File: config.mk
export PLATFORM = sky130hd
export DESIGN_NAME = etsp_port
export DESIGN_NICKNAME = d
export VERILOG_FILES = /design/src/hdl/etsp_pkg.sv /design/src/hdl/etsp_port.sv /design/src/hdl/etsp_pulse.sv /design/src/hdl/etsp_sync.sv
export SDC_FILE = /design/constraint.sdc
export NUM_CORES = 1
export LEC_CHECK = 0
export ABC_AREA = 1
export BUFFER_PORTS_ARGS = -buffer_cell sky130_fd_sc_hd__buf_2
export CAP_MARGIN = 0
export CORE_ASPECT_RATIO = 1.75
export CORE_MARGIN = 1.5
export CORE_UTILIZATION = 35
export CTS_BUF_LIST = sky130_fd_sc_hd__clkbuf_8
export DETAILED_ROUTE_END_ITERATION = 10
export SYNTH_ARGS = -nofsm -noshare
export SYNTH_HDL_FRONTEND = slang
export SYNTH_HIERARCHICAL = 1
export SYNTH_SLANG_ARGS = --single-unit
File: constraint.sdc
create_clock -name clk -period 1.95 [get_ports clk]
set_input_delay 0.39 -clock clk [delete_from_list [all_inputs] [get_ports clk]]
set_output_delay 0.39 -clock clk [all_outputs]
set_load 0.02 [all_outputs]
File: src/hdl/etsp_pkg.sv
// Package of modes, states and constants for the extension trigger and status port
//
// Contract
// Flash writer modes drive error output low when a write ends in error.
// Flash writer modes drive trigger output low when a write ends normally.
// Flash writer modes take a low-going trigger input as start-of-write request.
// Operation starts on the falling trigger input edge; analyzer mode edge is selectable.
// Analyzer mode drives trigger output low for the internal trigger.
// Analyzer external trigger acts only on the master; linked slaves ignore it.
// Analyzer mode offers a setting choosing leading or trailing start edge.
// Pattern generator mode starts output on low trigger input; outputs unused.
// Two bidirectional link clock lines share a clock between linked units.
// Two bidirectional link trigger lines exchange trigger events between units.
// Trigger input passes two flip-flops before edge detection.
// Debug adapter and boundary-scan modes hold outputs high, ignore trigger input.
package etsp_pkg;

  // ----------------------------------------------------------------
  // Function modes
  // ----------------------------------------------------------------
  typedef enum logic [2:0] {
    ETSP_MODE_DEBUG    = 3'h0,
    ETSP_MODE_BSCAN    = 3'h1,
    ETSP_MODE_ANALYZER = 3'h2,
    ETSP_MODE_PATTERN  = 3'h3,
    ETSP_MODE_FLASH_A  = 3'h4,
    ETSP_MODE_FLASH_B  = 3'h5
  } etsp_mode_type;

  // ----------------------------------------------------------------
  // Operation sequencer states, Gray coded along idle-run-done
  // ----------------------------------------------------------------
  typedef enum logic [1:0] {
    ETSP_ST_IDLE = 2'h0,
    ETSP_ST_RUN  = 2'h1,
    ETSP_ST_DONE = 2'h3
  } etsp_state_type;

  // ----------------------------------------------------------------
  // Reset values and counts
  // ----------------------------------------------------------------
  localparam logic       PIN_IDLE_LEVEL   = 1'b1;
  localparam int         SYNC_STAGES      = 2;
  localparam int         PULSE_NS         = 1000;
  localparam int         CLK_PERIOD_NS    = 20;
  localparam int         PULSE_CYCLES     = (PULSE_NS + CLK_PERIOD_NS - 1) / CLK_PERIOD_NS;
  localparam logic [1:0] EDGE_TRAILING    = 2'h0;
  localparam logic [1:0] EDGE_LEADING     = 2'h1;
  localparam int         LINK_LINES       = 2;

endpackage

File: src/hdl/etsp_port.sv
// Extension connector trigger, status and link logic
`timescale 1ns/1ps
module etsp_port #(
  parameter int PULSE_WIDTH = etsp_pkg::PULSE_CYCLES
) (
  // Clock and reset
  input  wire logic                   clk,
  input  wire logic                   sys_rst,
  // Mode and configuration
  input  wire etsp_pkg::etsp_mode_type mode,
  input  wire logic                   link_enable,
  input  wire logic                   link_master,
  input  wire logic [1:0]             analyzer_edge_sel,
  // Function-side events
  input  wire logic                   op_done_ok,
  input  wire logic                   op_done_error,
  input  wire logic                   analyzer_trigger,
  input  wire logic                   op_busy_clear,
  // Function-side start and status
  output logic                        op_start,
  output logic                        op_running,
  output logic                        link_trigger_seen,
  // Connector pins
  input  wire logic                   external_start_input_n,
  output logic                        error_output_n,
  output logic                        trigger_or_done_output_n,
  // Link clock lines
  input  wire logic                   link_clock_line_a_in,
  output logic                        link_clock_line_a_out,
  output logic                        link_clock_line_a_oe,
  input  wire logic                   link_clock_line_b_in,
  output logic                        link_clock_line_b_out,
  output logic                        link_clock_line_b_oe,
  // Link trigger lines
  input  wire logic                   link_trigger_line_a_in,
  output logic                        link_trigger_line_a_out,
  output logic                        link_trigger_line_a_oe,
  input  wire logic                   link_trigger_line_b_in,
  output logic                        link_trigger_line_b_out,
  output logic                        link_trigger_line_b_oe,
  // Local clock to share when master
  input  wire logic                   share_clock_in,
  output logic                        link_clock_seen
);

  // ----------------------------------------------------------------
  // Mode decode
  // ----------------------------------------------------------------
  logic is_flash;
  logic is_analyzer;
  logic is_pattern;
  logic is_quiet;

  assign is_flash    = (mode == etsp_pkg::ETSP_MODE_FLASH_A) ||
                       (mode == etsp_pkg::ETSP_MODE_FLASH_B);
  assign is_analyzer = (mode == etsp_pkg::ETSP_MODE_ANALYZER);
  assign is_pattern  = (mode == etsp_pkg::ETSP_MODE_PATTERN);
  assign is_quiet    = ~(is_flash | is_analyzer | is_pattern);

  // ----------------------------------------------------------------
  // Trigger input synchroniser and edge detection
  // ----------------------------------------------------------------
  logic ext_level;
  logic ext_rise;
  logic ext_fall;

  etsp_sync #(
    .RESET_LEVEL (etsp_pkg::PIN_IDLE_LEVEL)
  ) u_ext_sync (
    .clk       (clk),
    .sys_rst   (sys_rst),
    .async_in  (external_start_input_n),
    .level_out (ext_level),
    .rise_out  (ext_rise),
    .fall_out  (ext_fall)
  );

  // Link lines are also asynchronous pins
  logic [etsp_pkg::LINK_LINES-1:0] lt_level;
  logic [etsp_pkg::LINK_LINES-1:0] lt_fall;
  logic [etsp_pkg::LINK_LINES-1:0] lc_level;
  logic [etsp_pkg::LINK_LINES-1:0] lt_in;
  logic [etsp_pkg::LINK_LINES-1:0] lc_in;

  assign lt_in = {link_trigger_line_b_in, link_trigger_line_a_in};
  assign lc_in = {link_clock_line_b_in, link_clock_line_a_in};

  genvar gi;
  generate
    for (gi = 0; gi < etsp_pkg::LINK_LINES; gi++) begin : g_link
      etsp_sync #(
        .RESET_LEVEL (etsp_pkg::PIN_IDLE_LEVEL)
      ) u_lt_sync (
        .clk       (clk),
        .sys_rst   (sys_rst),
        .async_in  (lt_in[gi]),
        .level_out (lt_level[gi]),
        .rise_out  (),
        .fall_out  (lt_fall[gi])
      );
      etsp_sync #(
        .RESET_LEVEL (etsp_pkg::PIN_IDLE_LEVEL)
      ) u_lc_sync (
        .clk       (clk),
        .sys_rst   (sys_rst),
        .async_in  (lc_in[gi]),
        .level_out (lc_level[gi]),
        .rise_out  (),
        .fall_out  ()
      );
    end
  endgenerate

  // ----------------------------------------------------------------
  // Start decode
  // ----------------------------------------------------------------
  logic ext_edge;
  logic ext_ok;
  logic start_req;
  logic is_slave;

  assign is_slave = link_enable & ~link_master;

  // Trailing edge of an active-low pin is its falling edge
  always_comb begin
    ext_edge = ext_fall;
    if (is_analyzer && analyzer_edge_sel == etsp_pkg::EDGE_LEADING) begin
      ext_edge = ext_rise;
    end
  end

  // Slave analyzers take the trigger only from the link, never the pin
  assign ext_ok    = ~is_quiet & ~(is_analyzer & is_slave);
  assign start_req = (ext_ok & ext_edge) |
                     (is_analyzer & is_slave & (|lt_fall));

  // ----------------------------------------------------------------
  // Operation sequencer
  // ----------------------------------------------------------------
  etsp_pkg::etsp_state_type st_r;
  etsp_pkg::etsp_state_type st_nxt;
  logic                     start_r;
  logic                     start_nxt;
  logic                     ok_fire;
  logic                     err_fire;

  always_comb begin
    st_nxt    = st_r;
    start_nxt = 1'b0;
    ok_fire   = 1'b0;
    err_fire  = 1'b0;
    case (st_r)
      etsp_pkg::ETSP_ST_IDLE: begin
        if (start_req) begin
          st_nxt    = etsp_pkg::ETSP_ST_RUN;
          start_nxt = 1'b1;
        end
      end
      etsp_pkg::ETSP_ST_RUN: begin
        if (is_quiet || op_busy_clear) begin
          st_nxt = etsp_pkg::ETSP_ST_IDLE;
        end else if (op_done_error) begin
          st_nxt   = etsp_pkg::ETSP_ST_DONE;
          err_fire = is_flash;
        end else if (op_done_ok) begin
          st_nxt  = etsp_pkg::ETSP_ST_DONE;
          ok_fire = is_flash;
        end
      end
      etsp_pkg::ETSP_ST_DONE: begin
        st_nxt = etsp_pkg::ETSP_ST_IDLE;
      end
      default: begin
        st_nxt = etsp_pkg::ETSP_ST_IDLE;
      end
    endcase
  end

  always_ff @(posedge clk or posedge sys_rst) begin
    if (sys_rst) begin
      st_r    <= etsp_pkg::ETSP_ST_IDLE;
      start_r <= 1'b0;
    end else begin
      st_r    <= st_nxt;
      start_r <= start_nxt;
    end
  end

  assign op_start   = start_r;
  assign op_running = (st_r == etsp_pkg::ETSP_ST_RUN);

  // ----------------------------------------------------------------
  // Status pin pulses
  // ----------------------------------------------------------------
  logic trig_fire;
  logic trig_hold;

  // Analyzer trigger may come at any time, not only while running
  assign trig_fire = ok_fire | (is_analyzer & analyzer_trigger);
  assign trig_hold = is_quiet | is_pattern;

  etsp_pulse #(
    .WIDTH (PULSE_WIDTH)
  ) u_err_pulse (
    .clk      (clk),
    .sys_rst  (sys_rst),
    .fire     (err_fire),
    .hold_off (~is_flash),
    .pin_n    (error_output_n)
  );

  etsp_pulse #(
    .WIDTH (PULSE_WIDTH)
  ) u_trg_pulse (
    .clk      (clk),
    .sys_rst  (sys_rst),
    .fire     (trig_fire),
    .hold_off (trig_hold),
    .pin_n    (trigger_or_done_output_n)
  );

  // ----------------------------------------------------------------
  // Link lines
  // ----------------------------------------------------------------
  logic drive_link;
  logic lt_drv_r;
  logic lt_drv_nxt;
  logic lc_drv_r;
  logic lc_drv_nxt;

  // Master drives both pairs outside debug and boundary-scan modes; slaves listen, so no two units fight a line
  assign drive_link = link_enable & link_master & ~is_quiet;

  always_comb begin
    lc_drv_nxt = share_clock_in;
    lt_drv_nxt = ~(start_req | (is_analyzer & analyzer_trigger));
  end

  always_ff @(posedge clk or posedge sys_rst) begin
    if (sys_rst) begin
      lc_drv_r <= etsp_pkg::PIN_IDLE_LEVEL;
      lt_drv_r <= etsp_pkg::PIN_IDLE_LEVEL;
    end else begin
      lc_drv_r <= lc_drv_nxt;
      lt_drv_r <= lt_drv_nxt;
    end
  end

  assign link_clock_line_a_out   = lc_drv_r;
  assign link_clock_line_b_out   = lc_drv_r;
  assign link_clock_line_a_oe    = drive_link;
  assign link_clock_line_b_oe    = drive_link;
  assign link_trigger_line_a_out = lt_drv_r;
  assign link_trigger_line_b_out = lt_drv_r;
  assign link_trigger_line_a_oe  = drive_link;
  assign link_trigger_line_b_oe  = drive_link;

  assign link_trigger_seen = link_enable & ~link_master & (|lt_fall);
  assign link_clock_seen   = link_enable & ~link_master & lc_level[0];

endmodule

File: src/hdl/etsp_pulse.sv
// Fixed-length active-low pulse generator for a status pin
`timescale 1ns/1ps
module etsp_pulse #(
  parameter int WIDTH = etsp_pkg::PULSE_CYCLES
) (
  // Clock and reset
  input  wire logic clk,
  input  wire logic sys_rst,
  // Control
  input  wire logic fire,
  input  wire logic hold_off,
  // Pin level
  output logic      pin_n
);

  localparam int CW = $clog2(WIDTH + 1);

  logic [CW-1:0] cnt_r;
  logic [CW-1:0] cnt_nxt;
  logic          pin_n_r;
  logic          pin_n_nxt;

  always_comb begin
    cnt_nxt   = cnt_r;
    pin_n_nxt = 1'b1;
    if (hold_off) begin
      cnt_nxt = '0;
    end else if (fire) begin
      cnt_nxt   = CW'(WIDTH);
      pin_n_nxt = 1'b0;
    end else if (cnt_r > CW'(1)) begin
      cnt_nxt   = cnt_r - CW'(1);
      pin_n_nxt = 1'b0;
    end else begin
      cnt_nxt = '0;
    end
  end

  always_ff @(posedge clk or posedge sys_rst) begin
    if (sys_rst) begin
      cnt_r   <= '0;
      pin_n_r <= etsp_pkg::PIN_IDLE_LEVEL;
    end else begin
      cnt_r   <= cnt_nxt;
      pin_n_r <= pin_n_nxt;
    end
  end

  assign pin_n = pin_n_r;

endmodule

File: src/hdl/etsp_sync.sv
// Two-stage synchroniser with edge outputs
`timescale 1ns/1ps
module etsp_sync #(
  parameter logic RESET_LEVEL = 1'b1
) (
  // Clock and reset
  input  wire logic clk,
  input  wire logic sys_rst,
  // Asynchronous level in
  input  wire logic async_in,
  // Synchronised level and edges
  output logic      level_out,
  output logic      rise_out,
  output logic      fall_out
);

  logic meta_r;
  logic sync_r;
  logic last_r;

  // Only sync_r reads meta_r; edges use the second stage onward
  always_ff @(posedge clk or posedge sys_rst) begin
    if (sys_rst) begin
      meta_r <= RESET_LEVEL;
      sync_r <= RESET_LEVEL;
      last_r <= RESET_LEVEL;
    end else begin
      meta_r <= async_in;
      sync_r <= meta_r;
      last_r <= sync_r;
    end
  end

  assign level_out = sync_r;
  assign rise_out  = sync_r & ~last_r;
  assign fall_out  = ~sync_r & last_r;

endmodule
==> results of run 1 <==
-- where the power goes --
part / internal [mW] / total (mW) / switching [mW]
Combinational: 0.345 / 0.873 / 0.528
Clock: 0.356 / 0.572 / 0.216
Sequential: 0.751 / 0.836 / 0.0848
-- cell type report --
| class | instances | area share, % |
|---|---|---|
| Multi-Input combinational cell | 97 | 31.8 |
| Inverter | 39 | 7.61 |
| Timing Repair Buffer | 40 | 11.6 |
| Clock buffer | 8 | 5.72 |
| Sequential cell | 30 | 40.0 |
| Tap cell | 51 | 3.32 |
-- layer usage --
layer / GRT usage, % / wire length (µm) / vias to the layer above
met5: 0 / 0 / -
li1: - / - / 593
met3: 3.95 / 132 / 7
met1: 14.0 / 1060 / 543
met2: 25.1 / 1610 / 24
met4: 7.05 / 72 / 0
-- state kept, by name, indices dropped and copies added, names as in the netlist, 2 cells and up --
name	cells
u_trg_pulse/cnt_r	6
u_err_pulse/cnt_r	6
g_link.u_lt_sync/level_out	2
g_link.u_lt_sync/meta_r	2
g_link.u_lt_sync/last_r	2
st_r	2
-- per-stage QoR --
stage | TNS [ns] | total power [mW] | instance area [µm²] | util, %
2_1_floorplan | 0 | 1.54 | 1570 | -
3_3_place_gp | 0 | 1.72 | 1810 | 41.6
3_5_place_dp | -0.103 | 1.72 | 1810 | 41.6
4_1_cts | 0 | 2.32 | 1920 | 44.1
5_1_grt | 0 | 2.46 | 1920 | 44.1
6_report | 0 | 2.28 | 1920 | 44.1
-- final timing paths --
kind / depth (start not counted) / to / from / slack (ns)
setup reg to reg: 7 / u_trg_pulse/cnt_r[1]$_DFF_PP0_ / st_r[1]$_DFFE_PP0P_ / 0.41
hold / removal: 2 / op_start$_DFF_PP0_ / sys_rst / 0.09
min in group clk: 1 / g_link[0].u_lc_sync/meta_r$_DFF_PP1_ / link_clock_line_a_in / 0.21
hold reg to reg: 0 / g_link[1].u_lt_sync/level_out$_DFF_PP1_ / g_link[1].u_lt_sync/meta_r$_DFF_PP1_ / 0.36
setup / recovery: 6 / link_trigger_line_a_oe / mode[1] / 0.16
max in group asynchronous: 2 / u_err_pulse/pin_n$_DFF_PP1_ / sys_rst / 1.54
==> results by group, run 1 <==
Synth
  • Syn. warnings: 6
  • Mapped Nets: 195
  • Cell area after synthesis: 0.00157 mm²
  • Cell count after synthesis: 171
  • Avg Cell Area, Syn: 9.15 µm²

Global routing
  • Global router's overall resource usage: 14.1%
  • Number of global-route vias before repair: 1173
  • Wire length of the first global-routing pass: 4950 µm
  • Maximum number of pins on one net before global-route repair: 10
  • Grt ovf: 0
  • Antenna violations before repair: 0

Clock tree
  • TritonCTS clock tree: yes
  • Clk Tree Root Cell: sky130_fd_sc_hd__clkbuf_8
  • Maximum buffer depth of the clock tree: 2
  • Clock network latency to the later pin of the worst-skew pair: 0.28 ns
  • CTS Buf Count: 5
  • Number of setup buffers added after CTS: 0
  • H-tree level count: 2
  • Clk pin slew, worst setup/hold paths: 0.06 ns
  • Hold buffers post-CTS: 0
  • Number of sinks driven by the clock tree: 30
  • Gates resized, CTS repair: 0

Critical path
  • Critical Path Start Type: primary input
  • Critical Path Most Common Cell: sky130_fd_sc_hd__buf_2
  • Buf+Inv Stages, Crit Path: 4
  • Worst Path Max Fanout: 4
  • CP Cell Sequence: buf_2 > inv_2 > ha_1 > buf_4 > nor2_1 > buf_2
  • Critical path capture point type: output pin
  • Largest stage delay on the critical path: 0.30 ns
  • Critical path data required time: 1.56 ns
  • Crit Path Class: in2out
  • CP top delay family: buffers and inverters
  • Critical path arrival: 1.40 ns
  • Standard cell with the maximum stage delay on the critical path: sky130_fd_sc_hd__ha_1

Die
  • Starting Density: 35.9%
  • Chip height: 91.5 µm
  • Number of core rows: 32
  • Number of top-level design ports: 33
  • Die area: 0.00490 mm²
  • Placeable core area: 0.00436 mm²
  • Horiz. Die Dim: 53.6 µm

Routing
  • Number of design-rule violations left by the first detailed-router iteration: 13
  • Via Count: 1167
  • DRC violations left: 0
  • Routed wire length: 2870 µm
  • Number of vias per cell: 4.40
  • Antenna-violating nets left: 0
  • Final routed wire length divided by cell count: 10.8 µm
  • DRT Pass-1 Iters: 4

Layout
  • Leading cell type in the layout, fill and taps excluded: sky130_fd_sc_hd__inv_1
  • Final Non-Filler Cells: 265
  • Share of final-layout standard cells stronger than drive strength 1: 44.9%
  • Total of fill cells in the finished design: 437
  • Number of nets at the end of the flow: 237
  • FF/Latch Area: 769 µm²
  • Ant diodes: 0
  • Area occupied by multi-input gates: 612 µm²
  • Area growth from synthesis to layout: 22.9%
  • Commonest cells after routing, fill and taps aside: 37 x sky130_fd_sc_hd__inv_1, 31 x sky130_fd_sc_hd__buf_2, 27 x sky130_fd_sc_hd__nor2_1, 16 x sky130_fd_sc_hd__nand2_1

Place
  • DP Cell Count: 257
  • Half-perimeter wire length after placement: 2400 µm
  • Pre-CTS setup slack: -0.0384 ns
  • Port Buf Inserts: 31
  • Last weighted congestion value of the routability-driven placer: 0.772

STA
  • Setup repair after global routing missed its margin: no
  • Tcrit/Tclk final: 91.7%
  • Worst Max-Slew Pin Slew: 0.415 ns
  • Minimum period implied by the final worst setup slack: 1.79 ns
  • Peak clock frequency supported by timing: 559 MHz
  • Hold violation total from the final report: 0
  • Smallest setup slack after layout: 0.161 ns
  • Count of final max-slew check failures: 0
  • Max transition margin: 72.0%
  • Worst-case clock skew: 0.00589 ns
  • Worst hold slack across all endpoints: 0.0896 ns
  • Setup-violating endpoint count in the final report: 0

Pwr
  • LEAKAGE: 1.03 nW
  • Power per standard cell area: 1190 mW/mm²
  • Max IR drop VDD: 0.594 mV

Worst hold path
  • Hold WC Path Type: in2async

Status
  • Outcome: finished clean

Flow run
  • Maxcap violations: 0
Power figures use the tool's default switching activity.
==> run 2: changes to the inputs <==
Settings changed: CORE_UTILIZATION 35 to 50, PLACE_DENSITY from default to 0.74.
==> run 2 against run 1 <==
Effect of this change:
- via count increased by 0.26%
- wire length fell by 1.2%
- first-iteration DRC count rose by 92%
- maximum frequency decreased by 1.3%
- cell area down 2.8%
- register-to-register slack got worse by 0.07 ns
- non-clock buffer count is 3 lower
==> results by group, run 2 (same netlist as run 1, synthesis figures left out) <==
Status
  • Outcome: finished clean (unchanged)

Global routing
  • Number of global-route vias before repair: 1192 (was 1173)
  • Antenna violations before repair: 0 (unchanged)
  • Met1 capacity usage during global routing: 17.3% (was 14.0%)
  • Grt ovf: 0 (unchanged)
  • Most utilized layer in the global route result: met2 (unchanged)
  • Global router's overall resource usage: 19.1% (was 14.1%)
  • Met3 usage: 5.65% (was 3.95%)
  • Wire length of the first global-routing pass: 4840 µm (was 4950 µm)
  • Global routing usage on met2: 35.6% (was 25.1%)
  • Maximum number of pins on one net before global-route repair: 10 (unchanged)

STA
  • Hold violation total from the final report: 0 (unchanged)
  • Max transition margin: 70.7% (was 72.0%)
  • Count of final max-slew check failures: 0 (unchanged)
  • Peak clock frequency supported by timing: 552 MHz (was 559 MHz)
  • Tcrit/Tclk final: 92.9% (was 91.7%)
  • Setup TNS Final: 0 ns (unchanged)
  • Worst Max-Slew Pin Slew: 0.434 ns (was 0.415 ns)
  • Worst-case clock skew: 0.00893 ns (was 0.00589 ns)
  • Minimum period implied by the final worst setup slack: 1.81 ns (was 1.79 ns)
  • Setup-violating endpoint count in the final report: 0 (unchanged)
  • Worst hold slack across all endpoints: 0.0660 ns (was 0.0896 ns)
  • Setup repair after global routing missed its margin: no (unchanged)

Routing
  • DRC violations left: 0 (unchanged)
  • Number of vias per cell: 4.62 (was 4.40)
  • Final routed wire length divided by cell count: 11.2 µm (was 10.8 µm)
  • DRT Pass-1 Iters: 4 (unchanged)
  • Routed wire length: 2840 µm (was 2870 µm)
  • Number of design-rule violations left by the first detailed-router iteration: 25 (was 13)
  • Antenna-violating nets left: 0 (unchanged)
  • Via Count: 1170 (was 1167)

Pwr
  • Relative contribution of the clock network to total power: 22.0% (was 25.1%)
  • LEAKAGE: 1.01 nW (was 1.03 nW)
  • Net switching component of the power: 828 µW (was 829 µW)
  • Share of power burned in registers: 38.0% (was 36.7%)
  • Power, Total: 2.20 mW (was 2.28 mW)
  • Switching portion of total power: 37.7% (was 36.3%)
  • Max IR drop VDD: 0.827 mV (was 0.594 mV)
  • Power per standard cell area: 1170 mW/mm² (was 1190 mW/mm²)
  • Combinational fraction of design power: 39.9% (was 38.3%)
  • Cell internal pwr: 1.37 mW (was 1.45 mW)

Layout
  • Leading cell type in the layout, fill and taps excluded: sky130_fd_sc_hd__inv_1 (unchanged)
  • Number of nets at the end of the flow: 234 (was 237)
  • Area growth from synthesis to layout: 19.5% (was 22.9%)
  • Share of final-layout standard cells stronger than drive strength 1: 43.1% (was 44.9%)
  • Regs by FF count: u_err_pulse/cnt_r: 6 flops, u_trg_pulse/cnt_r: 6 flops (unchanged)
  • Ant diodes: 0 (unchanged)
  • End-of-flow core utilization: 63.2% (was 44.1%)
  • Commonest cells after routing, fill and taps aside: 39 x sky130_fd_sc_hd__inv_1, 31 x sky130_fd_sc_hd__buf_2, 27 x sky130_fd_sc_hd__nor2_1, 16 x sky130_fd_sc_hd__nand2_1 (was 37 x sky130_fd_sc_hd__inv_1, 31 x sky130_fd_sc_hd__buf_2, 27 x sky130_fd_sc_hd__nor2_1, 16 x sky130_fd_sc_hd__nand2_1)
  • Final Non-Filler Cells: 253 (was 265)

Critical path
  • Worst reg2reg path startpoint: st_r[1]$_DFFE_PP0P_ (unchanged)
  • Critical path arrival: 2.01 ns (was 1.40 ns)
  • Critical Path Start Type: primary input (unchanged)
  • Critical path capture point type: flip-flop (was output pin)
  • Depth of the most critical reg-to-reg path: 7 (unchanged)
  • End of the worst register-to-register path: u_trg_pulse/cnt_r[4]$_DFF_PP0_ (was u_trg_pulse/cnt_r[1]$_DFF_PP0_)
  • Internal reg-to-reg setup slack: 0.34 ns (was 0.41 ns)
  • Crit Path Class: in2reg (was in2out)
  • Largest stage delay on the critical path: 0.39 ns (was 0.30 ns)
  • Critical path data required time: 2.15 ns (was 1.56 ns)
  • Standard cell with the maximum stage delay on the critical path: sky130_fd_sc_hd__o41ai_1 (was sky130_fd_sc_hd__ha_1)
  • Worst Path Max Fanout: 4 (unchanged)
  • Beginning of the critical path: mode[1] (unchanged)
  • CP Cell Sequence: buf_2 > inv_2 > ha_1 > nor2_1 > nand2_1 > o41ai_1 > inv_1 > nand4_2 > nand2_4 > a21oi_2 (was buf_2 > inv_2 > ha_1 > buf_4 > nor2_1 > buf_2)

Die
  • Horiz. Die Dim: 45.3 µm (was 53.6 µm)
  • Number of core rows: 26 (was 32)
  • Die area: 0.00349 mm² (was 0.00490 mm²)
  • Number of top-level design ports: 33 (unchanged)
  • Starting Density: 52.9% (was 35.9%)
  • Placeable core area: 0.00296 mm² (was 0.00436 mm²)
  • Chip height: 77.0 µm (was 91.5 µm)

Place
  • DP Cell Count: 245 (was 257)
  • Last weighted congestion value of the routability-driven placer: 0.819 (was 0.772)
  • Port Buf Inserts: 31 (unchanged)
  • Half-perimeter wire length after placement: 2380 µm (was 2400 µm)

Clock tree
  • Number of sinks driven by the clock tree: 30 (unchanged)
  • Clk Tree Root Cell: sky130_fd_sc_hd__clkbuf_8 (unchanged)
  • CTS Buf Count: 5 (unchanged)
  • TritonCTS clock tree: yes (unchanged)
  • Clk pin slew, worst setup/hold paths: 0.06 ns (about the same)
  • Gates resized, CTS repair: 0 (unchanged)
  • Clock network latency to the later pin of the worst-skew pair: 0.28 ns (about the same)
  • Maximum buffer depth of the clock tree: 2 (unchanged)
  • Hold buffers post-CTS: 0 (unchanged)
  • Number of setup buffers added after CTS: 0 (unchanged)
  • H-tree level count: 2 (unchanged)

Worst hold path
  • Hold WC Path Type: in2async (unchanged)

Flow run
  • Maxcap violations: 0 (unchanged)
-- run 2: changes by cell type in the layout (fill, tap and decap cells not counted), sizes merged --
cell / before / now
buf: 40 / 37
clkbuf: 8 / 6
inv: 39 / 41
-- run 2: power groups by stage --
stage	clock, mW	combinational (mW)	sequential (mW)
finish	0.484	0.876	0.836
floorplan	0	0.685	0.857
global route	0.529	0.990	0.849
CTS	0.505	0.884	0.837
detailed placement	0	0.879	0.847
global placement	0	0.860	0.842
-- run 2: worst max path at each step --
stage	slack [ns]	cells past startpoint	endpoint
after floorplan	0.05	9	u_trg_pulse/cnt_r[4]$_DFF_PP0_
after global placement	-0.01	10	u_trg_pulse/cnt_r[4]$_DFF_PP0_
after detailed placement	-0.09	10	u_trg_pulse/cnt_r[4]$_DFF_PP0_
after CTS	0.18	6	link_trigger_line_a_oe
after global routing	0.05	10	u_trg_pulse/cnt_r[1]$_DFF_PP0_
final	0.14	10	u_trg_pulse/cnt_r[4]$_DFF_PP0_
-- run 2: area by class of cell --
cell class              count  area (µm²)
well taps                  42        52.6
fillers                   277        1090
flip-flops and latches     30         769
repair buffers             37         200
multi-input cells          97         612
inverters                  39         146
clock inverters             2        7.51
clock buffers               6        82.6
-- run 2: metal layers --
metal,vias up,part of all wire [%],wire length [µm]
li1,587,-,-
met1,556,33,928
met2,22,61,1720
met3,5,4.4,126
met4,0,2.0,57
met5,-,0,0
-- run 2: per-stage QoR --
stage          setup WS [ns]  area [µm²]
4_1_cts                0.176        1870
2_1_floorplan         0.0506        1570
3_5_place_dp         -0.0943        1780
6_report               0.138        1870
5_1_grt               0.0455        1870
3_3_place_gp         -0.0103        1780
-- run 2: worst max-delay path: cells and delay by family --
kind | cells | cell delay [ns]
simple gates | 4 | 0.51
buf+inv | 3 | 0.32
fa+ha+maj | 1 | 0.30
compound gates | 2 | 0.50
==> run 3: changes to the inputs <==
Settings changed: ABC_AREA 1 to default, PLACE_DENSITY 0.74 to 0.75.
==> run 3 against run 2 <==
Effect of this change:
- via count decreased by 13%
- cell area decreased by 11%
- wire length decreased by 9.8%
- sequential power about the same
- sequential share of layout area increased by 4.9 points
- largest power group is now sequential cells
- maximum frequency decreased by 2.1%
==> results by group, run 3 <==
STA
  • Worst-case clock skew: 0.00857 ns (was 0.00893 ns)
  • Count of final max-slew check failures: 0 (unchanged)
  • Setup-violating endpoint count in the final report: 0 (unchanged)
  • Hold violation total from the final report: 0 (unchanged)
  • Max transition margin: 77.9% (was 70.7%)
  • Worst Max-Slew Pin Slew: 0.331 ns (was 0.434 ns)
  • Setup TNS Final: 0 ns (unchanged)
  • Setup repair after global routing missed its margin: no (unchanged)
  • Peak clock frequency supported by timing: 540 MHz (was 552 MHz)
  • Smallest setup slack after layout: 0.0997 ns (was 0.138 ns)
  • Minimum period implied by the final worst setup slack: 1.85 ns (was 1.81 ns)
  • Tcrit/Tclk final: 94.9% (was 92.9%)

Place
  • Pre-CTS setup slack: 0.139 ns (was -0.0943 ns)
  • Last weighted congestion value of the routability-driven placer: 0.762 (was 0.819)
  • Port Buf Inserts: 31 (unchanged)
  • Half-perimeter wire length after placement: 2080 µm (was 2380 µm)

Clock tree
  • Gates resized, CTS repair: 0 (unchanged)
  • H-tree level count: 2 (unchanged)
  • CTS Buf Count: 5 (unchanged)
  • TritonCTS clock tree: yes (unchanged)
  • Clk pin slew, worst setup/hold paths: 0.06 ns (about the same)
  • Number of sinks driven by the clock tree: 30 (unchanged)
  • Clk Tree Root Cell: sky130_fd_sc_hd__clkbuf_8 (unchanged)
  • Hold buffers post-CTS: 0 (unchanged)
  • Clock network latency to the later pin of the worst-skew pair: 0.28 ns (about the same)
  • Maximum buffer depth of the clock tree: 2 (unchanged)
  • Number of setup buffers added after CTS: 0 (unchanged)

Global routing
  • Maximum number of pins on one net before global-route repair: 10 (unchanged)
  • Antenna violations before repair: 0 (unchanged)
  • Wire length of the first global-routing pass: 4260 µm (was 4840 µm)
  • Grt ovf: 0 (unchanged)
  • Number of global-route vias before repair: 1047 (was 1192)
  • Global router's overall resource usage: 19.2% (was 19.1%)

Critical path
  • Critical path data required time: 1.56 ns (was 2.15 ns)
  • Worst reg2reg path startpoint: u_err_pulse/cnt_r[0]$_DFF_PP0_ (was st_r[1]$_DFFE_PP0P_)
  • Internal reg-to-reg setup slack: 0.31 ns (was 0.34 ns)
  • Standard cell with the maximum stage delay on the critical path: sky130_fd_sc_hd__dfstp_2 (was sky130_fd_sc_hd__o41ai_1)
  • CP Cell Sequence: and2b_2 > o21ai_0 > inv_1 > buf_2 (was buf_2 > inv_2 > ha_1 > nor2_1 > nand2_1 > o41ai_1 > inv_1 > nand4_2 > nand2_4 > a21oi_2)
  • End of the worst register-to-register path: u_err_pulse/cnt_r[5]$_DFF_PP0_ (was u_trg_pulse/cnt_r[4]$_DFF_PP0_)
  • Critical Path Start Type: flip-flop (was primary input)
  • Critical path capture point type: output pin (was flip-flop)
  • Largest stage delay on the critical path: 0.53 ns (was 0.39 ns)
  • Depth of the most critical reg-to-reg path: 5 (was 7)
  • Worst Path Max Fanout: 2 (was 4)
  • Crit Path Class: reg2out (was in2reg)
  • Critical path arrival: 1.46 ns (was 2.01 ns)

Routing
  • Routed wire length: 2560 µm (was 2840 µm)
  • Antenna-violating nets left: 0 (unchanged)
  • DRT Pass-1 Iters: 4 (unchanged)
  • Final routed wire length divided by cell count: 13.2 µm (was 11.2 µm)
  • DRC violations left: 0 (unchanged)
  • Number of vias per cell: 5.27 (was 4.62)
  • Via Count: 1018 (was 1170)
  • Number of design-rule violations left by the first detailed-router iteration: 35 (was 25)

Layout
  • Leading cell type in the layout, fill and taps excluded: sky130_fd_sc_hd__buf_2 (was sky130_fd_sc_hd__inv_1)
  • Regs by FF count: u_err_pulse/cnt_r: 6 flops, u_trg_pulse/cnt_r: 6 flops (unchanged)
  • Number of nets at the end of the flow: 189 (was 234)
  • Ant diodes: 0 (unchanged)
  • Area growth from synthesis to layout: 17.5% (was 19.5%)
  • Share of final-layout standard cells stronger than drive strength 1: 38.6% (was 43.1%)
  • Area occupied by multi-input gates: 546 µm² (was 612 µm²)
  • FF/Latch Area: 769 µm² (unchanged)
  • Total of fill cells in the finished design: 235 (was 277)
  • Commonest cells after routing, fill and taps aside: 31 x sky130_fd_sc_hd__buf_2, 21 x sky130_fd_sc_hd__inv_1, 15 x sky130_fd_sc_hd__dfstp_2, 15 x sky130_fd_sc_hd__dfrtp_1, 10 x sky130_fd_sc_hd__nor2_1 (was 39 x sky130_fd_sc_hd__inv_1, 31 x sky130_fd_sc_hd__buf_2, 27 x sky130_fd_sc_hd__nor2_1, 16 x sky130_fd_sc_hd__nand2_1)

Pwr
  • LEAKAGE: 0.859 nW (was 1.01 nW)
  • Max IR drop VDD: 0.773 mV (was 0.827 mV)
  • Power, Total: 1.97 mW (was 2.20 mW)
  • Power per standard cell area: 1180 mW/mm² (was 1170 mW/mm²)

Synth
  • Cell area after synthesis: 0.00142 mm² (was 0.00157 mm²)
  • Cell count after synthesis: 131 (was 171)
  • Mapped Nets: 155 (was 195)
  • Syn. warnings: 6 (unchanged)
  • Avg Cell Area, Syn: 10.9 µm² (was 9.15 µm²)

Worst hold path
  • Hold WC Path Type: in2async (unchanged)

Die
  • Die area: 0.00319 mm² (was 0.00349 mm²)
  • Starting Density: 52.9% (about the same)
  • Number of top-level design ports: 33 (unchanged)
  • Horiz. Die Dim: 43.3 µm (was 45.3 µm)
  • Chip height: 73.6 µm (was 77.0 µm)
  • Placeable core area: 0.00269 mm² (was 0.00296 mm²)
  • Number of core rows: 25 (was 26)

Status
  • Outcome: finished clean (unchanged)

Flow run
  • Maxcap violations: 0 (unchanged)
==> run 3: final cells by class <==
class / instances / area share [%]
Clock buffer: 6 / 4.94
Multi-Input combinational cell: 77 / 32.6
Timing Repair Buffer: 32 / 9.72
Inverter: 19 / 4.26
Tap cell: 27 / 2.02
Sequential cell: 30 / 46.0
Clock inverter: 2 / 0.449
==> run 3: stage by stage <==
stage / utilization [%] / cell area [µm²] / hold slack (ns) / instances
6_report: 62.2 / 1670 / 0.0656 / 193
5_1_grt: 62.2 / 1670 / 0.0852 / 193
4_1_cts: 62.2 / 1670 / 0.0612 / 193
3_5_place_dp: 58.8 / 1580 / 0.347 / 185
3_3_place_gp: 58.8 / 1580 / 0.347 / 185
2_1_floorplan: - / 1420 / 0.167 / 131
==> run 3: worst max-delay path by stage <==
stage	from	endpoint	slack, ns
2_1_floorplan	mode[1]	link_clock_line_b_oe	0.18
3_3_place_gp	mode[1]	u_err_pulse/cnt_r[2]$_DFF_PP0_	0.15
3_5_place_dp	mode[1]	u_err_pulse/cnt_r[2]$_DFF_PP0_	0.14
4_1_cts	g_link[1].u_lt_sync/level_out$_DFF_PP1_	link_trigger_seen	0.09
5_1_grt	g_link[1].u_lt_sync/level_out$_DFF_PP1_	link_trigger_seen	0.04
6_report	g_link[1].u_lt_sync/level_out$_DFF_PP1_	link_trigger_seen	0.1
==> run 3: per-layer routing <==
layer,part of all wire [%],GRT usage [%],vias to the layer above
li1,-,-,500
met1,34,16.7,489
met2,58,35.2,23
met3,4.0,6.14,6
met4,3.1,13.1,0
met5,0,0,-
==> run 3: worst max-delay path: cells and delay by family (launching register included) <==
family | cells | cell delay, ns
compound gates | 1 | 0.24
buf+inv | 2 | 0.22
flops | 1 | 0.53
simple gates | 1 | 0.20
==> run 3: power by group <==
| group | switching [mW] | internal [mW] | total, mW |
|---|---|---|---|
| logic | 0.335 | 0.311 | 0.646 |
| registers | 0.0855 | 0.748 | 0.833 |
| clock network | 0.213 | 0.276 | 0.489 |
| total | 0.633 | 1.34 | 1.97 |
